--- src/rtl/rotate_pkg.sv ---
// Package with constants for the rotate right byte unit
package rotate_pkg;
  // ****************************************
  // Opcode fields, address limits and phase constants
  // ****************************************
  localparam logic [5:0] opc_rotate_right_no_carry = 6'h10;
  localparam logic [5:0] opc_rotate_right_through_carry = 6'h0c;
  localparam int opc_hi = 15;
  localparam int opc_lo = 10;
  localparam int dest_bit = 9;
  localparam int access_bit = 8;
  localparam logic [7:0] indexed_limit = 8'h5f;
  localparam logic [3:0] access_bank = 4'h0;
  localparam logic [7:0] reset_byte = 8'h00;
  localparam int phases = 4;
  typedef enum logic [1:0] {ph_decode, ph_read, ph_process, ph_write} phase_t;
endpackage : rotate_pkg

--- src/rtl/rotate_if.sv ---
// Interface carrying the data memory access between core and file port
`timescale 1ns/1ps
interface rotate_if;
  logic [11:0] addr;
  logic rd;
  logic wr;
  logic [7:0] wdata;
  logic [7:0] rdata;
  modport core (output addr, output rd, output wr, output wdata,
                input rdata);
  modport mem (input addr, input rd, input wr, input wdata,
               output rdata);
endinterface : rotate_if

--- src/rtl/file_port.sv ---
// Pass-through from the rotate_if mem modport to the data memory pins
`timescale 1ns/1ps
module file_port (
  rotate_if.mem bus,
  input wire logic [7:0] mem_rdata,
  output logic [11:0] mem_addr,
  output logic mem_rd,
  output logic mem_wr,
  output logic [7:0] mem_wdata
);
  assign mem_addr = bus.addr;
  assign mem_rd = bus.rd;
  assign mem_wr = bus.wr;
  assign mem_wdata = bus.wdata;
  assign bus.rdata = mem_rdata;
endmodule : file_port

--- src/rtl/rotate_right_byte_unit.sv ---
// Execution datapath for the byte rotate right instructions
//
// Contract
// - Source bit n goes to bit n-1
// - Source bit 0 wraps into bit 7 for no carry; through carry, old carry goes to bit 7
// - Negative and zero flags change; carry changes only for rotate through carry
// - Operands: 8-bit address, dest and access bits
// - One instruction cycle in four phases
// - Source read happens in second phase
// - Indexed offset when access 0, extended, f<=95
// - Dest 0 to working register, 1 to f
// - Access 0 access bank, 1 uses bank select
// - Decode opcodes 0100 00da ffff ffff (no carry) and 0011 00da ffff ffff (through carry)
`timescale 1ns/1ps
module rotate_right_byte_unit (
  input wire logic clock,
  input wire logic resetn,
  input wire logic [15:0] instr,
  input wire logic extended_en,
  input wire logic [3:0] bank_select_register,
  input wire logic [7:0] index_base,
  input wire logic [7:0] mem_rdata,
  output logic [11:0] mem_addr,
  output logic mem_rd,
  output logic mem_wr,
  output logic [7:0] mem_wdata,
  output logic [7:0] working_r,
  output logic neg_r,
  output logic zero_r,
  output logic carry_r,
  output logic [1:0] phase,
  output logic done
);
  // ****************************************
  // Phase counter
  // ****************************************
  rotate_pkg::phase_t phase_r;
  always_ff @(posedge clock or negedge resetn) begin
    if (!resetn) begin
      phase_r <= rotate_pkg::ph_decode;
    end else begin
      case (phase_r)
        rotate_pkg::ph_decode: phase_r <= rotate_pkg::ph_read;
        rotate_pkg::ph_read: phase_r <= rotate_pkg::ph_process;
        rotate_pkg::ph_process: phase_r <= rotate_pkg::ph_write;
        rotate_pkg::ph_write: phase_r <= rotate_pkg::ph_decode;
        default: phase_r <= rotate_pkg::ph_decode;
      endcase
    end
  end
  assign phase = phase_r;
  assign done = (phase_r == rotate_pkg::ph_write);

  // ****************************************
  // Decode
  // ****************************************
  logic [15:0] instr_r;
  logic is_rrn_r;
  logic is_rrc_r;
  logic [11:0] addr_r;
  logic [11:0] addr_nxt;
  logic [7:0] faddr;
  logic acc;
  assign faddr = instr[7:0];
  assign acc = instr[rotate_pkg::access_bit];
  always_comb begin
    if (!acc && extended_en && faddr <= rotate_pkg::indexed_limit) begin
      addr_nxt = {4'h0, index_base + faddr};
    end else if (!acc) begin
      addr_nxt = {rotate_pkg::access_bank, faddr};
    end else begin
      addr_nxt = {bank_select_register, faddr};
    end
  end
  always_ff @(posedge clock or negedge resetn) begin
    if (!resetn) begin
      instr_r <= 16'h0000;
      is_rrn_r <= 1'b0;
      is_rrc_r <= 1'b0;
      addr_r <= 12'h000;
    end else if (phase_r == rotate_pkg::ph_decode) begin
      instr_r <= instr;
      is_rrn_r <= instr[rotate_pkg::opc_hi:rotate_pkg::opc_lo] ==
                  rotate_pkg::opc_rotate_right_no_carry;
      is_rrc_r <= instr[rotate_pkg::opc_hi:rotate_pkg::opc_lo] ==
                  rotate_pkg::opc_rotate_right_through_carry;
      addr_r <= addr_nxt;
    end
  end

  // ****************************************
  // Read and process
  // ****************************************
  logic [7:0] src_r;
  logic [7:0] res_r;
  logic [7:0] res_nxt;
  logic active;
  assign active = is_rrn_r || is_rrc_r;
  always_ff @(posedge clock or negedge resetn) begin
    if (!resetn) begin
      src_r <= rotate_pkg::reset_byte;
    end else if (phase_r == rotate_pkg::ph_read) begin
      src_r <= bus.rdata;
    end
  end
  always_comb begin
    if (is_rrn_r) begin
      res_nxt = {src_r[0], src_r[7:1]};
    end else begin
      res_nxt = {carry_r, src_r[7:1]};
    end
  end
  always_ff @(posedge clock or negedge resetn) begin
    if (!resetn) begin
      res_r <= rotate_pkg::reset_byte;
    end else if (phase_r == rotate_pkg::ph_process) begin
      res_r <= res_nxt;
    end
  end

  // ****************************************
  // Write and flags
  // ****************************************
  logic dest;
  assign dest = instr_r[rotate_pkg::dest_bit];
  always_ff @(posedge clock or negedge resetn) begin
    if (!resetn) begin
      working_r <= rotate_pkg::reset_byte;
    end else if (done && active && !dest) begin
      working_r <= res_r;
    end
  end
  always_ff @(posedge clock or negedge resetn) begin
    if (!resetn) begin
      neg_r <= 1'b0;
      zero_r <= 1'b0;
    end else if (done && active) begin
      neg_r <= res_r[7];
      zero_r <= (res_r == 8'h00);
    end
  end
  always_ff @(posedge clock or negedge resetn) begin
    if (!resetn) begin
      carry_r <= 1'b0;
    end else if (done && is_rrc_r) begin
      carry_r <= src_r[0];
    end
  end

  // ****************************************
  // Memory port
  // ****************************************
  rotate_if bus ();
  assign bus.addr = addr_r;
  assign bus.rd = active && (phase_r == rotate_pkg::ph_read);
  assign bus.wr = active && done && dest;
  assign bus.wdata = res_r;
  file_port port_i (
    .bus(bus.mem),
    .mem_rdata(mem_rdata),
    .mem_addr(mem_addr),
    .mem_rd(mem_rd),
    .mem_wr(mem_wr),
    .mem_wdata(mem_wdata)
  );
endmodule : rotate_right_byte_unit
--- config.mk ---
export PLATFORM = sky130hd
export DESIGN_NAME = rotate_right_byte_unit
export DESIGN_NICKNAME = d
export VERILOG_FILES = /design/src/rtl/rotate_pkg.sv /design/src/rtl/rotate_if.sv /design/src/rtl/file_port.sv /design/src/rtl/rotate_right_byte_unit.sv
export SDC_FILE = /design/constraint.sdc
export NUM_CORES = 1
export LEC_CHECK = 0
export ABC_AREA = 1
export BUFFER_PORTS_ARGS = -buffer_cell sky130_fd_sc_hd__buf_2
export CAP_MARGIN = 20
export CORE_MARGIN = 2
export CORE_UTILIZATION = 54
export DETAILED_ROUTE_END_ITERATION = 10
export PLACE_DENSITY = 0.95
export SETUP_SLACK_MARGIN = 0.3
export SLEW_MARGIN = 0
export SYNTH_ARGS = -nofsm -noshare
export SYNTH_HDL_FRONTEND = slang
export SYNTH_SLANG_ARGS = --single-unit
--- constraint.sdc ---
create_clock -name clock -period 3.6 [get_ports clock]
set_input_delay 0.72 -clock clock [delete_from_list [all_inputs] [get_ports clock]]
set_output_delay 0.72 -clock clock [all_outputs]
set_load 0.01 [all_outputs]
# Word level (Yosys, flattened, before mapping)
# Index checks and enable logic that the tools add are counted.
word_totals:
  input_bits: 39
  reg_bits: 53
  output_inout_bits: 36
op_classes:
  eq_ne: 5
  n_addsub: 1
  n_reduce_logical: 12
  order_cmp: 1
  n_mux: 4
ops:
  columns: ["cell", "n"]
  rows:
  - ["$mux W12", 2]
  - ["$add A8 B8 Y8", 1]
  - ["$le A8 B7 Y1 const B", 1]
  - ["$logic_not A8 Y1", 1]
  - ["$mux W8", 1]
  - ["$pmux W2 S4", 1]
  - ["$logic_and A1 B1 Y1", 7]
  - ["$eq A6 B4 Y1 const B", 1]
  - ["$eq A6 B5 Y1 const B", 1]
  - ["$eq A2 B2 Y1 const B", 2]
  - ["$eq A2 B1 Y1 const B", 1]
  - ["$logic_not A1 Y1", 2]
  - ["$logic_not A2 Y1", 1]
  - ["$logic_or A1 B1 Y1", 1]

# Depth between registers and ports, before layout
logic_depth:
  word_depth: 4
  depth_mapped: 10
  ltp_nobuf: 10

# By module
# A second synthesis with hierarchy kept.
hier_totals:
  cells_unflattened: 274
  hier_area_um2: 2432.3
modules_own_cells:
  columns: ["module", "cells_per_inst", "n_inst", "area_per_inst_um2", "seq_area_each_um2"]
  rows:
  - ["rotate_right_byte_unit", 244, 1, 2207.1, 1101.1]
  - ["file_port", 30, 1, 225.2, 0.0]

# Worst setup path after synthesis
# OpenSTA, ideal clock, no wires.
synth_path:
  path_kind: "in2reg"
  start: "in instr[0]"
  end: "reg addr_r[4]"
  cell_stages: 9
  arrival_ns: 1.776
  t_required_ns: 3.523
  path_slack_ns: 1.746
  setup_ns: 0.077
  path_cell_list: "ha_1 -> inv_1 -> fa_1 -> inv_1 -> nand2_1 -> nor2_1 -> nor3_1 -> nand3b_1 -> a21oi_1"
synth_via:
  elab_chain_len: 3
synth_rtl:
  columns: ["item", "line", "text"]
  rows:
  - ["from (decl)", "rotate_right_byte_unit.sv:18", "input wire logic [15:0] instr,"]
  - ["$le A8 B7 Y1", "rotate_right_byte_unit.sv:67", "if (!acc && extended_en && faddr <= rotate_pkg::indexed_limit) begin"]
  - ["$logic_and A1 B1 Y1", "rotate_right_byte_unit.sv:67", null]
  - ["$mux W12 (*)", "rotate_right_byte_unit.sv:67", null]
  - ["to (signal assigned)", "rotate_right_byte_unit.sv:87", "addr_r <= addr_nxt;"]
  - ["to (decl)", "rotate_right_byte_unit.sv:60", "logic [11:0] addr_r;"]
# Every way passes the cells marked *; elsewhere a longest branch is shown, timed or not.
# A chain may end at the register's enable or synchronous reset.

# Final worst setup path
layout_path:
  start: "reg phase_r[1], in the netlist phase[1]"
  end: "out mem_rd"
layout_via:
  elab_chain_len: 2
layout_rtl:
  columns: ["item", "line", "text"]
  rows:
  - ["from (decl)", "rotate_right_byte_unit.sv:37", "rotate_pkg::phase_t phase_r;"]
  - ["from (signal assigned)", "rotate_right_byte_unit.sv:40", "phase_r <= rotate_pkg::ph_decode;"]
  - ["from (signal assigned)", "rotate_right_byte_unit.sv:43", "rotate_pkg::ph_decode: phase_r <= rotate_pkg::ph_read;"]
  - ["from (signal assigned)", "rotate_right_byte_unit.sv:44", "rotate_pkg::ph_read: phase_r <= rotate_pkg::ph_process;"]
  - ["$eq A2 B1 Y1", "rotate_right_byte_unit.sv:155", "assign bus.rd = active && (phase_r == rotate_pkg::ph_read);"]
  - ["$logic_and A1 B1 Y1", "rotate_right_byte_unit.sv:155", null]
  - ["to (decl)", "rotate_right_byte_unit.sv:24", "output logic mem_rd,"]
# Every way passes these cells.

==> results.json <==
{
  "drv_slew": 0,
  "swShare": 0.261,
  "core-area_um2": 3970,
  "outcome": "complete, no violations",
  "leakage_nw": 1.44,
  "antenna_found_initial": 0,
  "cts_tree": "done",
  "cts_max_level": 2,
  "grt_use_total": 0.217,
  "power_frac_comb": 0.151,
  "r2r_cells": 4,
  "final-hold-violation-count": 0,
  "cp_data_arrival_time_ps": 1510,
  "viasPerCell": 5.22,
  "first_pass_iters": 5,
  "worstMarginPinSlew_ps": 912,
  "final_net_count": 368,
  "ys_types": 28,
  "synth_warnings": 0,
  "hold_buffers": 0,
  "synth_nets": 293,
  "clock.fmax_mhz": 447,
  "place_congestion": 0.800,
  "cts_buffers": 5,
  "crit_required_ps": 2880,
  "holdPathEnd": "addr_r[8]$_DFFE_PN0N_",
  "p_sw_mw": 0.261,
  "postRouteAntennaNets": 0,
  "min_from": "addr_r[8]$_DFFE_PN0N_",
  "drive_gt1_frac": 0.325,
  "cp_max_fo": 10,
  "timing.final.crit_period_ps": 2230,
  "fp.dieH_um": 67.8,
  "start_util": 0.554,
  "seqPwrFrac": 0.535,
  "grt_overflow": 0,
  "synth_area_um2": 2200,
  "vias": 1914,
  "die-area_um2": 4600,
  "setup_viol": 0,
  "finalCritPeriodShare": 0.621,
  "r2r_start": "phase[0]$_DFF_PN0_",
  "drc_errors": 0,
  "vdd_ir_drop_max_v": 0.000169,
  "postCtsSetupBuffers": 0,
  "rsz0062_at_grt": "false",
  "clk_pin_slew_ps": 80,
  "dr.first_iter.drc_count": 120,
  "start_kind": "register",
  "cts_resized": 0,
  "die_width_um": 67.8,
  "seq_area_frac_synth": 0.500,
  "r2r_setup_slack_ps": 1500,
  "port_buffers": 74,
  "p_int_mw": 0.739,
  "syn_area_per_cell_um2": 9.13,
  "grt_pass1_wl_um": 7380,
  "placed_cell_area_um2": 2590,
  "hold_class": "register to register",
  "routed_wl_um": 4780,
  "root_buffer": "clkbuf_8",
  "critPathKind": "register to output port",
  "antenna_cells": 0,
  "wl_per_cell_um": 13.0,
  "fin_tns_setup_ps": 0,
  "clkLatencyLatePin_ps": 290,
  "finalPower_mw": 1.00,
  "drv_cap": 0,
  "cts_sinks": 44,
  "grt_max_degree": 45,
  "timing.rr.end": "is_rrc_r$_DFFE_PN0N_",
  "slew_headroom": 0.392,
  "area_delta_synth_final_pct": 21.8,
  "endpoint_kind": "output port",
  "cp-startpoint": "phase[1]$_DFF_PN0_",
  "ioPinCount": 75,
  "finish.instance_area_um2": 2680,
  "power_density_nw_per_um2": 373,
  "grt_pass1_vias": 1785,
  "yosys_register_bits": 44,
  "synth_cells": 241,
  "fin_skew_ps": 5.37,
  "rows": 23,
  "clockPowerShare": 0.314,
  "dp_hpwl_um": 3740,
  "whs_path_depth": 2,
  "clk_path_buf_depth": 2
}
==> layout by cell type (no fill, tap or decap) <==
cell,count
fa_1,1
nand2_1,55
a21oi_1,13
clkbuf_8,6
o21a_1,2
inv_1,26
o21ai_2,9
nand2_2,2
or2_1,1
o211ai_1,1
nor3_1,1
a31oi_1,1
a32o_1,1
mux2_2,7
dfrtp_1,44
clkinvlp_4,1
nand3b_1,2
buf_2,74
nor2_1,17
nand3_1,14
o41ai_1,1
ha_1,12
clkbuf_1,1
or2_2,3
inv_2,1
o31ai_1,1
nand4_1,4
o21ai_0,16
==> cell families (layout without fill, tap and decap cells) <==
kind of cell | after synthesis | after routing | synth area share
adders and majority gates | 13 | 13 | 0.0773
AOI/OAI and AO/OA | 45 | 45 | 0.127
and+or+nand+nor | 99 | 99 | 0.192
DFF | 44 | 44 | 0.500
buffers and inverters | 33 | 109 | 0.0676
muxes | 7 | 7 | 0.0358
==> critical path, cell delays in order, from the launching register on <==
cell and delay [ps]:
dfrtp_1 420, inv_1 110, ha_1 400, o21a_1 170
buf_2 120
==> metal layers <==
metal	track usage	wire length (um)	part of all wire
met5	0	0	0
met4	0.100	70	0.015
met3	0.0510	303	0.063
met2	0.403	2490	0.52
met1	0.231	1920	0.40
==> registers in the layout (all words and copies together), names as in the netlist <==
name       flops
addr_r        12
bus.wdata      8
src_r          8
working_r      8
phase          2
carry_r        1
instr_r        1
is_rrc_r       1
is_rrn_r       1
neg_r          1
zero_r         1
==> power by group through the flow <==
| stage | clock network [mW] | registers (mW) | logic, mW |
|---|---|---|---|
| finish | 0.315 | 0.536 | 0.151 |
| global route | 0.346 | 0.539 | 0.170 |
| CTS | 0.321 | 0.535 | 0.152 |
| detailed placement | 0 | 0.545 | 0.152 |
| global placement | 0 | 0.544 | 0.143 |
| floorplan | 0 | 0.554 | 0.0685 |
==> through the flow <==
stage | instances | setup WS (ps) | hold slack (ps) | util
finish | 367 | 1370 | 479 | 0.675
CTS | 367 | 1350 | 484 | 0.675
detailed placement | 359 | 1480 | 465 | 0.651
floorplan | 241 | 1750 | 424 | -
global route | 367 | 1230 | 506 | 0.675
global placement | 359 | 1580 | 458 | 0.651
==> how the worst max path moves through the flow <==
stage	to	cells past startpoint
after floorplan	addr_r[4]$_DFFE_PN0N_	9
after global placement	addr_r[4]$_DFFE_PN0N_	10
after detailed placement	addr_r[4]$_DFFE_PN0N_	10
after CTS	mem_rd	4
after global routing	mem_rd	4
final	mem_rd	4
==> cell usage after synthesis <==
master,n,area [um2]
nand4_1,4,25.0
or2_2,3,18.8
o211ai_1,1,7.51
nand3b_1,2,15.0
o21ai_2,9,78.8
buf_2,1,5.00
dfrtp_1,44,1100
nand2_1,55,206
or2_1,1,6.26
buf_6,1,11.3
ha_1,12,150
inv_2,1,3.75
clkbuf_1,3,11.3
o21a_1,2,15.0
a21oi_1,13,65.1
mux2_2,7,78.8
buf_12,1,20.0
fa_1,1,20.0
o41ai_1,1,8.76
a31oi_1,1,6.26
inv_1,26,97.6
nor3_1,1,5.00
a32o_1,1,10.0
nor2_1,17,63.8
o21ai_0,16,80.1
o31ai_1,1,7.51
nand3_1,14,70.1
nand2_2,2,12.5
==> layout make-up <==
cell class	count	area (um2)
Timing Repair Buffer	74	370
Sequential cell	44	1100
Fill cell	331	1290
Clock inverter	1	7.51
Clock buffer	7	86.3
Multi-Input combinational cell	164	951
Inverter	27	101
Tap cell	50	62.6
Note: power is estimated with default switching activity, not from simulation.
